$ cat config.mk
export PLATFORM = sky130hd
export DESIGN_NAME = eia_event_interrupt_aggregator
export DESIGN_NICKNAME = d
export VERILOG_FILES = /design/src/pkg/eia_pkg.sv /design/src/hdl/eia_event_interrupt_aggregator.sv
export VERILOG_INCLUDE_DIRS = /design/src /design/src/pkg
export SDC_FILE = /design/constraint.sdc
export NUM_CORES = 1
export LEC_CHECK = 0
export BUFFER_PORTS_ARGS = -buffer_cell sky130_fd_sc_hd__buf_2
export CORE_MARGIN = 8
export CORE_UTILIZATION = 23
export CTS_BUF_LIST = sky130_fd_sc_hd__clkbuf_4 sky130_fd_sc_hd__clkbuf_8
export CTS_CLUSTER_SIZE = 8
export DETAILED_ROUTE_END_ITERATION = 6
export RECOVER_POWER = 50
export REMOVE_ABC_BUFFERS = 1
export SLEW_MARGIN = 20
export SYNTH_ARGS = -nofsm -noshare
export SYNTH_HDL_FRONTEND = slang
export SYNTH_SLANG_ARGS = --single-unit
$ cat constraint.sdc
create_clock -name ref_clk -period 2.8 [get_ports ref_clk]
set_input_delay 0.56 -clock ref_clk [delete_from_list [all_inputs] [get_ports ref_clk]]
set_output_delay 0.56 -clock ref_clk [all_outputs]
set_load 0.02 [all_outputs]
$ cat src/pkg/eia_map.svh
// Register indices, field positions and reset values of the event interrupt aggregator
`ifndef EIA_MAP_SVH
`define EIA_MAP_SVH

// ----------------------------------------------------------------------------
// Sizes
// ----------------------------------------------------------------------------
`define EIA_CHIP_N 32
`define EIA_LINK_GRP_N 7
`define EIA_LANE_N 8
`define EIA_LINK_N 56
`define EIA_PEND_N 3
`define EIA_IDX_W 11

// ----------------------------------------------------------------------------
// Register indices (byte address is four times the index)
// ----------------------------------------------------------------------------
`define EIA_CHIP_ARM_IDX 11'h01F
`define EIA_PATTERN_FAIL_ARM_IDX 11'h020
`define EIA_PAIR_A_EVENT_ARM_IDX 11'h021
`define EIA_PAIR_B_EVENT_ARM_IDX 11'h022
`define EIA_CHIP_STAT_IDX 11'h023
`define EIA_PATTERN_FAIL_STATUS_IDX 11'h024
`define EIA_PAIR_A_EVENT_STATUS_IDX 11'h025
`define EIA_PAIR_B_EVENT_STATUS_IDX 11'h026
`define EIA_CHIP_REG_N 4
`define EIA_LINK_CLR_IDX 11'h46D
`define EIA_LINK_EVENT_ARM_STATUS_IDX 11'h47A
`define EIA_LINK_SINGLE_EVENT_CTRL_IDX 11'h47B
`define EIA_IRQ_MASK_IDX 11'h480
`define EIA_IRQ_PEND_IDX 11'h481

// ----------------------------------------------------------------------------
// Fields and reset values
// ----------------------------------------------------------------------------
`define EIA_SINGLE_ARM_BIT 3
`define EIA_SINGLE_SRC_BIT 4
`define EIA_SINGLE_ARM_RST 1'h1
`define EIA_MASK_RST 3'h7
`define EIA_BLANK_DONE_BIT 5
`define EIA_GUARD_TRIP_BIT 7

`endif

$ cat src/pkg/eia_pkg.sv
// Types shared by the event interrupt aggregator
`default_nettype none
`include "eia_map.svh"

package eia_pkg;

  typedef struct packed {
    logic [`EIA_CHIP_N-1:0] chip_s1;
    logic [`EIA_CHIP_N-1:0] chip_s2;
    logic [`EIA_CHIP_N-1:0] chip_prev;
    logic [`EIA_CHIP_N-1:0] chip_arm;
    logic [`EIA_CHIP_N-1:0] chip_src;
    logic [`EIA_LINK_N-1:0] link_s1;
    logic [`EIA_LINK_N-1:0] link_s2;
    logic [`EIA_LINK_N-1:0] link_prev;
    logic [`EIA_LINK_GRP_N-1:0] link_arm;
    logic [`EIA_LINK_N-1:0] link_src;
    logic single_s1;
    logic single_s2;
    logic single_prev;
    logic single_arm;
    logic single_src;
    logic [`EIA_PEND_N-1:0] mask;
    logic pready;
    logic pslverr;
    logic [31:0] prdata;
    logic irq_oe;
    logic irq_pin;
  } eia_state_t;

  typedef struct packed {
    logic psel;
    logic penable;
    logic pwrite;
    logic [`EIA_IDX_W-1:0] idx;
    logic aligned;
    logic [31:0] pwdata;
  } eia_apb_req_t;

endpackage

`default_nettype wire

$ cat src/hdl/eia_event_interrupt_aggregator.sv
// Event interrupt aggregator: sticky armed event sources, APB registers, open-drain request
//
// Our own choice: the APB register port.
`default_nettype none
`include "eia_map.svh"

// Function
// - Request pin is open-drain, active low
// - Disarmed event holds latched source at zero
// - Armed event latches on every rising edge
// - Any latched source whose mask bit is set pulls request pin low
// - Clear write or reset zeroes latched source
// - Chip status: latched if armed, else live
// - Link status: latched if armed, else zero
// - Four chip arm registers, four clear/status
// - Link arm register; separate link clear registers
// - Single link event: arm bit3, status bit4
// - Pair A blanking done: bit 5
// - Pair B blanking done: bit 5
// - Four pattern-check failures: bits 3 to 0
// - Up to 89 events across all blocks
// - Pair A power guard trip: bit 7
module eia_event_interrupt_aggregator (
  // Clock and reset
  input wire logic ref_clk,
  input wire logic reset,
  // APB slave
  input wire logic psel,
  input wire logic penable,
  input wire logic pwrite,
  input wire logic [31:0] paddr,
  input wire logic [31:0] pwdata,
  output logic pready,
  output logic pslverr,
  output logic [31:0] prdata,
  // Event levels: chip bytes follow the chip arm registers, link by group and lane
  input wire logic [`EIA_CHIP_N-1:0] chip_event_i,
  input wire logic [`EIA_LINK_N-1:0] link_event_i,
  input wire logic link_single_event_i,
  // Open-drain request pin
  output logic irq_n_o,
  output logic irq_n_oe
);

  eia_pkg::eia_state_t st_q;
  eia_pkg::eia_state_t st_d;
  eia_pkg::eia_apb_req_t req;
  logic [`EIA_CHIP_N-1:0] chip_rise;
  logic [`EIA_LINK_N-1:0] link_rise;
  logic single_rise;
  logic [`EIA_LINK_N-1:0] link_arm_lanes;
  logic take;
  logic wr_en;
  logic [`EIA_PEND_N-1:0] pend_d;
  logic [`EIA_PEND_N-1:0] pend_q;

  // --------------------------------------------------------------------------
  // Address decoding
  // --------------------------------------------------------------------------
  function automatic logic eia_mapped(input logic [`EIA_IDX_W-1:0] idx);
    eia_mapped = (idx >= `EIA_CHIP_ARM_IDX && idx <= `EIA_PAIR_B_EVENT_STATUS_IDX) ||
                 (idx >= `EIA_LINK_CLR_IDX &&
                  idx < `EIA_LINK_CLR_IDX + `EIA_IDX_W'(`EIA_LINK_GRP_N)) ||
                 idx == `EIA_LINK_EVENT_ARM_STATUS_IDX ||
                 idx == `EIA_LINK_SINGLE_EVENT_CTRL_IDX ||
                 idx == `EIA_IRQ_MASK_IDX || idx == `EIA_IRQ_PEND_IDX;
  endfunction

  function automatic logic [7:0] eia_read(input logic [`EIA_IDX_W-1:0] idx,
                                          input eia_pkg::eia_state_t s,
                                          input logic [`EIA_PEND_N-1:0] pend);
    logic [7:0] v;
    v = 8'h00;
    for (int i = 0; i < `EIA_CHIP_REG_N; i++) begin
      // Arm bytes; pattern, blanking and guard-trip bits sit in bytes 1 to 3
      if (idx == `EIA_CHIP_ARM_IDX + `EIA_IDX_W'(i)) begin
        v = s.chip_arm[i*8 +: 8];
      end
      // Unarmed chip bits show the live level so software can poll them
      if (idx == `EIA_CHIP_STAT_IDX + `EIA_IDX_W'(i)) begin
        v = (s.chip_arm[i*8 +: 8] & s.chip_src[i*8 +: 8]) |
            (~s.chip_arm[i*8 +: 8] & s.chip_s2[i*8 +: 8]);
      end
    end
    for (int g = 0; g < `EIA_LINK_GRP_N; g++) begin
      if (idx == `EIA_LINK_CLR_IDX + `EIA_IDX_W'(g) && s.link_arm[g]) begin
        v = s.link_src[g*8 +: 8];
      end
      if (idx == `EIA_LINK_EVENT_ARM_STATUS_IDX) begin
        v[g] = s.link_arm[g] & (|s.link_src[g*8 +: 8]);
      end
    end
    if (idx == `EIA_LINK_SINGLE_EVENT_CTRL_IDX) begin
      v[`EIA_SINGLE_ARM_BIT] = s.single_arm;
      v[`EIA_SINGLE_SRC_BIT] = s.single_arm & s.single_src;
    end
    if (idx == `EIA_IRQ_MASK_IDX) begin
      v[`EIA_PEND_N-1:0] = s.mask;
    end
    if (idx == `EIA_IRQ_PEND_IDX) begin
      v[`EIA_PEND_N-1:0] = pend;
    end
    eia_read = v;
  endfunction

  assign req.psel = psel;
  assign req.penable = penable;
  assign req.pwrite = pwrite;
  assign req.idx = paddr[`EIA_IDX_W+1:2];
  assign req.aligned = (paddr[1:0] == 2'h0) && (paddr[31:`EIA_IDX_W+2] == '0);
  assign req.pwdata = pwdata;

  // Writes act only at the edge where the master sees pready
  assign take = req.psel && req.penable && !st_q.pready;
  assign wr_en = req.psel && req.penable && st_q.pready && req.pwrite &&
                 req.aligned && eia_mapped(req.idx);

  // --------------------------------------------------------------------------
  // Edge detection
  // --------------------------------------------------------------------------
  assign chip_rise = st_q.chip_s2 & ~st_q.chip_prev;
  assign link_rise = st_q.link_s2 & ~st_q.link_prev;
  assign single_rise = st_q.single_s2 & ~st_q.single_prev;
  assign pend_q = {st_q.single_src, |st_q.link_src, |st_q.chip_src};

  // Group arm spread over its lanes; the source logic and the checks share it
  for (genvar g = 0; g < `EIA_LINK_GRP_N; g++) begin : g_lane_arm
    assign link_arm_lanes[g*`EIA_LANE_N +: `EIA_LANE_N] = {`EIA_LANE_N{st_q.link_arm[g]}};
  end

  // --------------------------------------------------------------------------
  // Next state
  // --------------------------------------------------------------------------
  always_comb begin
    logic [`EIA_CHIP_N-1:0] chip_clr;
    logic [`EIA_LINK_N-1:0] link_clr;
    logic single_clr;
    chip_clr = '0;
    link_clr = '0;
    single_clr = 1'h0;
    st_d = st_q;
    // Levels may come from other clock domains; two flops before any use
    st_d.chip_s1 = chip_event_i;
    st_d.chip_s2 = st_q.chip_s1;
    st_d.chip_prev = st_q.chip_s2;
    st_d.link_s1 = link_event_i;
    st_d.link_s2 = st_q.link_s1;
    st_d.link_prev = st_q.link_s2;
    st_d.single_s1 = link_single_event_i;
    st_d.single_s2 = st_q.single_s1;
    st_d.single_prev = st_q.single_s2;

    if (wr_en) begin
      for (int i = 0; i < `EIA_CHIP_REG_N; i++) begin
        if (req.idx == `EIA_CHIP_ARM_IDX + `EIA_IDX_W'(i)) begin
          st_d.chip_arm[i*8 +: 8] = req.pwdata[7:0];
        end
        if (req.idx == `EIA_CHIP_STAT_IDX + `EIA_IDX_W'(i)) begin
          chip_clr[i*8 +: 8] = req.pwdata[7:0];
        end
      end
      for (int g = 0; g < `EIA_LINK_GRP_N; g++) begin
        if (req.idx == `EIA_LINK_CLR_IDX + `EIA_IDX_W'(g)) begin
          link_clr[g*8 +: 8] = req.pwdata[7:0];
        end
      end
      if (req.idx == `EIA_LINK_EVENT_ARM_STATUS_IDX) begin
        st_d.link_arm = req.pwdata[`EIA_LINK_GRP_N-1:0];
      end
      if (req.idx == `EIA_LINK_SINGLE_EVENT_CTRL_IDX) begin
        st_d.single_arm = req.pwdata[`EIA_SINGLE_ARM_BIT];
        single_clr = req.pwdata[`EIA_SINGLE_SRC_BIT];
      end
      if (req.idx == `EIA_IRQ_MASK_IDX) begin
        st_d.mask = req.pwdata[`EIA_PEND_N-1:0];
      end
    end

    // A rising edge in the clearing cycle wins, so no event is lost
    for (int b = 0; b < `EIA_CHIP_N; b++) begin
      st_d.chip_src[b] = st_q.chip_arm[b] &
                         (chip_rise[b] | (st_q.chip_src[b] & ~chip_clr[b]));
    end
    for (int b = 0; b < `EIA_LINK_N; b++) begin
      st_d.link_src[b] = link_arm_lanes[b] &
                         (link_rise[b] | (st_q.link_src[b] & ~link_clr[b]));
    end
    st_d.single_src = st_q.single_arm &
                      (single_rise | (st_q.single_src & ~single_clr));

    // 32 chip + 56 link-lane + 1 single sources cover the 89 possible events
    pend_d = {st_d.single_src, |st_d.link_src, |st_d.chip_src};
    st_d.irq_oe = |(pend_d & st_d.mask);
    st_d.irq_pin = 1'h0;

    // APB answer one cycle into the access phase
    st_d.pready = take;
    st_d.pslverr = take && !(req.aligned && eia_mapped(req.idx));
    st_d.prdata = st_q.prdata;
    if (take) begin
      st_d.prdata = (!req.pwrite && req.aligned) ? {24'h000000, eia_read(req.idx, st_q, pend_q)}
                                                  : 32'h00000000;
    end
  end

  // --------------------------------------------------------------------------
  // State register
  // --------------------------------------------------------------------------
  always_ff @(posedge ref_clk) begin
    if (reset) begin
      st_q <= '0;
      st_q.single_arm <= `EIA_SINGLE_ARM_RST;
      st_q.mask <= `EIA_MASK_RST;
    end else begin
      st_q <= st_d;
    end
  end

  assign pready = st_q.pready;
  assign pslverr = st_q.pslverr;
  assign prdata = st_q.prdata;
  assign irq_n_o = st_q.irq_pin;
  assign irq_n_oe = st_q.irq_oe;
endmodule

`default_nettype wire

==> results of run 1 <==
worst register-to-register path, stage by stage (launching register included):
cell and delay (ps):
dfxtp_1 340, and4_4 230, buf_12 140, and4_1 280, buf_4 190, a41oi_1 160, or4_4 570, a2111oi_2 230
nand4_1 200, nor4_4 310, o31ai_2 90
worst min path at each step:
stage / from / end / slack [ps] / cells past startpoint
detailed placement: st_d[182] / st_d[126] / 420 / 1
global route: chip_event_i[20] / st_d[391] / 60 / 2
global placement: st_d[374] / st_d[342] / 420 / 1
finish: link_event_i[0] / st_d[163] / 100 / 2
floorplan: st_d[107] / st_q[107] / 410 / 2
CTS: chip_event_i[20] / st_d[391] / 60 / 2
power breakdown:
part / switching (mW) / total, mW / leakage (nW) / internal [mW]
Sequential: 0.0692 / 6.06 / 3.35 / 5.99
Combinational: 0.371 / 0.659 / 4.49 / 0.288
Clock: 2.63 / 6.11 / 0.859 / 3.48
Total: 3.07 / 12.8 / 8.69 / 9.76
sequential cells by signal, summed over array words and instances (netlist names):
name	cells
st_q	213
irq_n_oe	1
pend_q	1
link_arm_lanes	7
st_d	178
pready	1
pslverr	1
prdata	8
layer usage:
metal  GRT usage  up-vias  share of wire
li1            -     6902              -
met1      0.1937     6830           0.46
met2      0.2142      552           0.43
met3     0.04096      125          0.079
met4     0.05221        0          0.032
met5           0        -              0
synth_stat cells (all sizes together) (4+ instances only):
library cell    n
a211oi          8
a21boi          6
a21o            4
a21oi          41
a221oi         12
a22o            8
a22oi           6
a31oi           9
a41o            6
a41oi          33
and2           16
and3            7
and3b           4
and4           12
buf            52
clkbuf         82
dfxtp         410
inv            33
mux2           12
mux2i          47
nand2          60
nand2b         63
nand3          36
nand3b          6
nand4          25
nor2          125
nor2b         372
nor3           20
nor4           55
o21a           14
o21ai          94
o221ai          5
o22ai           4
o31a            6
o31ai          17
o41ai           7
or3             5
or4             9
kinds of logic after synthesis:
kind of cell / share of synthesized area
AND/OR/NAND/NOR: 0.2960
multiplexers: 0.03631
AO/OA/AOI/OAI: 0.1279
flip-flops: 0.4922
buffers and inverters: 0.04742
other: 0.0002249
layout make-up:
| class | instances | area (µm²) | share of cell area |
|---|---|---|---|
| Clock inverter | 24 | 236.5 | 0.01073 |
| Clock buffer | 108 | 1380 | 0.06261 |
| Inverter | 33 | 123.9 | 0.005620 |
| Timing Repair Buffer | 395 | 2888 | 0.1310 |
| Sequential cell | 410 | 8208 | 0.3724 |
| Tap cell | 950 | 1189 | 0.05393 |
| Multi-Input combinational cell | 1227 | 8016 | 0.3637 |
stage by stage:
stage | hold slack, ps | setup slack (ps) | utilization
floorplan | 407.2 | -1093 | -
finish | 101.8 | -71.43 | 0.3078
global placement | 419.3 | -765.5 | 0.2811
CTS | 55.91 | -2.833 | 0.3042
detailed placement | 422.7 | -752.8 | 0.2811
global route | 60.06 | -100.5 | 0.3078
what timing repair did:
action / in CTS / in global routing
pin swaps: 0 / 11
cloned: 0 / 0
gates resized for setup: 6 / 41
setup endpoints to repair: 2 / 9
endpoints found under the hold margin: 0 / 0
setup buffers: 0 / 7
==> out/metrics.csv, run 1 <==
metric,value,unit
status,finished with violations,
violations,negative setup slack,
finalHoldViolCount,0,
num_vias,14409,
power.static_leakage,8.694,nW
rsz0062_at_grt,true,
r2r_slack,-60,ps
r2r_end,irq_n_oe,
clockBufferDepth,3,
synth.top_cell.area_share,0.4922,
drt_pass1_iterations,5,
worstRegToRegCells,10,
cts_tree,done,
fin_ws,-71.43,ps
arrival,3390,ps
final_area,22040,µm²
min_path_type,in -> reg,
postSynth.asyncResetShare,0,
setup_viol,1,
worstPathCellList,buf_2 > buf_4 > or3b_1 > buf_4 > or4_4 > buf_4 > o31ai_1 > o21ai_0 > o31ai_2 > nand4_1 > nor4_4 > o31ai_2,
num-fill-cells,7619,
finalPower,12.83,mW
yosysWarnings,0,
antenna_found_initial,2,
path_class,in -> reg,
crit_cells,12,
syn_area,16680,µm²
grt_pass1_vias,14000,
grt_use_total,0.1429,
critPathCapture,irq_n_oe,
critPathMostFrequentCell,buf_4,
initial_core_util,0.2329,
port_buffers,144,
ant_nets,0,
path_clk_slew,60,ps
finalNonFillerCells,3147,
dpl_cell_area,20130,µm²
final_common_cell,dfxtp_1,
fin_crit_sh,1.026,
dieArea,81380,µm²
cts_buffers,74,
final.min_clock_period,2871,ps
cp_top_family,simple AND/OR/NAND/NOR gates,
nets,2299,
gp_congestion,0.9574,
die_y,285.3,µm
grt_max_degree,83,
first_iter_violations,1419,
synth_edf_count,0,
yosysSeqAreaShare,0.4922,
wl_per_cell,19.24,µm
tns,-71.43,ps
core.rowCount,98,
overflow,0,
io_pins,194,
dp_hpwl,46730,µm
most-common-layout-cells,"dfxtp_1 (410), nor2b_1 (372), buf_4 (229), buf_2 (140), nor2_1 (120)",
antennaDiodeCount,0,
critPathMaxFanout,6,
synth_top_cell_by_area,dfxtp_1,
htreeDepth,3,
worst_pin_slew,879.3,ps
synth_flop_cell,dfxtp_1,
wirelength,60540,µm
slew_headroom,0.4064,
layout-drive-gt1-share,0.2717,
via_per_inst,4.579,
finClkSkew,45.87,ps
dp.cells,3008,
synthToLayoutAreaGrowth,32.16,%
die_x,285.3,µm
r2r_start,pready,
startpoint,paddr[10],
drv_slew,0,
ctsHoldBuffers,0,
coreArea,71610,µm²
avgSynthCellArea,9.369,µm²
irDropWorstVdd,0.3104,mV
cts_sinks,410,
synth_seq_cells,410,
slowest_delay,570,ps
crit_required,3320,ps
cp-end-kind,flop,
netlist_instances,1780,
grt_pass1_wl,89470,µm
cp_slowest_cell,or4_4,
cp-start-kind,primary input,
yosysUniqueCellTypes,84,
power_density,582.2,nW/µm²
drc_errors,0,
synthTopCellsByArea,"dfxtp_1 (49%), nor2b_1 (14%), mux2i_1 (2.8%)",
cts-root-buf,clkbuf_8,
clock.fmax,0.3483,GHz
drv_cap,0,
critPathBufInv,4,
clk_latency,670,ps
Power figures use the tool's default switching activity.
==> inputs of run 2 (changes only) <==
--- a/config.mk
+++ b/config.mk
@@ -12,6 +12,7 @@
 export CTS_BUF_LIST = sky130_fd_sc_hd__clkbuf_4 sky130_fd_sc_hd__clkbuf_8
 export CTS_CLUSTER_SIZE = 8
 export DETAILED_ROUTE_END_ITERATION = 6
+export PLACE_DENSITY_LB_ADDON = 0.3
 export RECOVER_POWER = 50
 export REMOVE_ABC_BUFFERS = 1
 export SLEW_MARGIN = 20
==> run 2 against run 1 <==
Worst hold slack worse by 30 ps. Register-to-register slack better by 190 ps. The run ends with max-capacitance violations, max-slew violations left. Clock skew up 21 ps. Clock power about the same. Flip-flop and latch count unchanged. Clock-buffer cell count up 9.
==> out/metrics.csv, run 2 (same netlist as run 1, synthesis figures left out) <==
metric,value,unit,change
status,finished with violations,,unchanged
violations,"max-capacitance violations, max-slew violations",,was negative setup slack
nets,2339,,"was 2,299"
finalHoldViolCount,0,,unchanged
power_frac_clock,0.477,,was 0.476
layout-drive-gt1-share,0.2901,,was 0.2717
via_per_inst,4.597,,was 4.579
dp.cells,3035,,"was 3,008"
fin_hold_ws,71.32,ps,was 101.8 ps
finalPower,12.86,mW,was 12.83 mW
clock.fmax,0.3624,GHz,was 0.3483 GHz
power.static_leakage,8.834,nW,was 8.694 nW
synthToLayoutAreaGrowth,34.62,%,was 32.16%
cts_buffers,78,,was 74
grt_use_total,0.1564,,was 0.1429
cts_sinks,410,,unchanged
pwr-share-comb,0.051,,about the same
met2_usage,0.2364,,was 0.2142
worst_pin_slew,1903,ps,was 879.3 ps
p_switching,3.095,mW,was 3.072 mW
dp_hpwl,51160,µm,"was 46,730 µm"
largest_register_ffs,213,,unchanged
use_met3,0.04390,,was 0.04096
dpl_cell_area,20260,µm²,"was 20,130 µm²"
cp-start-kind,primary input,,unchanged
clk_latency,710,ps,was 670 ps
wl_per_cell,20.78,µm,was 19.24 µm
grt_pass1_wl,95880,µm,"was 89,470 µm"
coreArea,71610,µm²,unchanged
drt_pass1_iterations,6,,was 5
power_density,572.7,nW/µm²,was 582.2 nW/µm²
arrival,3240,ps,was 3390 ps
r2r_start,pready,,unchanged
dieArea,81380,µm²,unchanged
slew_headroom,-0.2690,,was 0.4064
antenna_found_initial,8,,was 2
clockBufferDepth,3,,unchanged
cts-root-buf,clkbuf_8,,unchanged
finalNonFillerCells,3191,,"was 3,147"
die_y,285.3,µm,unchanged
worstPathCellList,buf_8 > buf_4 > buf_4 > or3b_1 > buf_4 > o22ai_1 > a21boi_1 > a211o_1 > buf_4 > nor2_2 > buf_4 > mux2i_1 > nor2_1,,was buf_2 > buf_4 > or3b_1 > buf_4 > or4_4 > buf_4 > o31ai_1 > o21ai_0 > o31ai_2 > nand4_1 > nor4_4 > o31ai_2
port_buffers,144,,unchanged
most-common-layout-cells,"dfxtp_1 (409), nor2b_1 (372), buf_4 (252), buf_2 (140), nor2_1 (120)",,"was dfxtp_1 (410), nor2b_1 (372), buf_4 (229), buf_2 (140), nor2_1 (120)"
grt_max_degree,136,,was 83
first_iter_violations,1114,,"was 1,419"
rsz0062_at_grt,true,,unchanged
cp_top_family,buffers and inverters,,was simple AND/OR/NAND/NOR gates
final.min_clock_period,2759,ps,was 2871 ps
final_common_cell,dfxtp_1,,unchanged
drv_slew,248,,was 0
fin_crit_sh,0.9855,,was 1.026
slowest_delay,410,ps,was 570 ps
path_class,in -> reg,,unchanged
p_int,9.763,mW,was 9.761 mW
cp_slowest_cell,a211o_1,,was or4_4
ctsHoldBuffers,0,,unchanged
cts_tree,done,,unchanged
initial_core_util,0.2329,,unchanged
gp_congestion,0.9223,,was 0.9574
critPathMaxFanout,9,,was 6
p_seq_frac,0.471,,was 0.472
tns,0,ps,was -71.43 ps
num-fill-cells,7579,,"was 7,619"
core.rowCount,98,,unchanged
cp-end-kind,flop,,unchanged
num_vias,14668,,"was 14,409"
hold_path.startpoint,link_event_i[44],,was link_event_i[0]
startpoint,paddr[5],,was paddr[10]
die_x,285.3,µm,unchanged
drc_errors,0,,unchanged
swShare,0.2407,,was 0.2394
crit_required,3280,ps,was 3320 ps
io_pins,194,,unchanged
irDropWorstVdd,0.2641,mV,was 0.3104 mV
critPathBufInv,6,,was 4
globalRoute.busiestLayer,met2,,unchanged
overflow,0,,unchanged
setup_viol,0,,was 1
r2r_end,irq_n_oe,,unchanged
grtUsageMet1,0.2061,,was 0.1937
htreeDepth,3,,unchanged
ant_nets,0,,unchanged
critPathMostFrequentCell,buf_4,,unchanged
min_path_type,in -> reg,,unchanged
top_register,st_q,,unchanged
r2r_slack,130,ps,was -60 ps
hold_depth,2,,unchanged
grt_pass1_vias,14566,,"was 14,000"
path_clk_slew,60,ps,about the same
whs_endpoint,st_d[207],,was st_d[163]
wirelength,66320,µm,"was 60,540 µm"
final_area,22450,µm²,"was 22,040 µm²"
drv_cap,3,,was 0
worstRegToRegCells,11,,was 10
finClkSkew,66.50,ps,was 45.87 ps
[run 2: how the worst max path moves through the flow]
stage	to	slack (ps)	cells past startpoint
after floorplan	st_q[307]	-1090	7
after global placement	irq_n_oe	-860	13
after detailed placement	irq_n_oe	-870	12
after CTS	irq_n_oe	3	11
after global routing	irq_n_oe	-70	10
final	st_q[337]	40	13
[run 2: final cells by class]
cell class | count | area [µm²] | share of cell area
clock buffers | 117 | 1473 | 0.06559
diodes | 4 | 10.01 | 0.0004458
well taps | 950 | 1189 | 0.05294
clock inverters | 19 | 163.9 | 0.007300
multi-input cells | 1227 | 8153 | 0.3631
inverters | 33 | 123.9 | 0.005517
flip-flops and latches | 410 | 8209 | 0.3656
repair buffers | 431 | 3131 | 0.1394
[run 2: stage by stage]
stage / utilization / worst slack [ps]
after floorplan: - / -1093
after global placement: 0.2829 / -862.9
after detailed placement: 0.2829 / -871.8
after CTS: 0.3074 / 3.477
after global routing: 0.3135 / -65.65
final: 0.3135 / 40.55
[run 2: worst reg2reg max path: stages (launching register included)]
cell and delay, ps:
dfxtp_2 320, and4_4 220, buf_12 130, and4_4 260
buf_4 180, a41o_1 210, nand4_1 150, buf_4 200
a2111oi_4 290, nand4_1 170, nor4_2 330, o31ai_2 80
[run 2: per-layer routing]
layer  vias up  share of wire  routed length, µm
met1      7022           0.45              30060
met5         -              0                  0
met4         0          0.039               2576
met2       525           0.44              28860
met3       133          0.073               4827
li1       6988              -                  -
[run 2: repair_timing]
item	CTS	global route
endpoints found under the setup margin	1	3
pin swaps	8	27
cloned	0	0
buffers inserted	2	15
gates resized for setup	29	65
[run 2: power by group through the flow]
stage	logic (mW)	registers (mW)	clock network (mW)
after floorplan	0.248	6.16	0
after global placement	0.656	6.18	0
after global routing	0.722	6.07	6.67
after CTS	0.662	6.06	6.35
after detailed placement	0.658	6.19	0
final	0.660	6.06	6.14
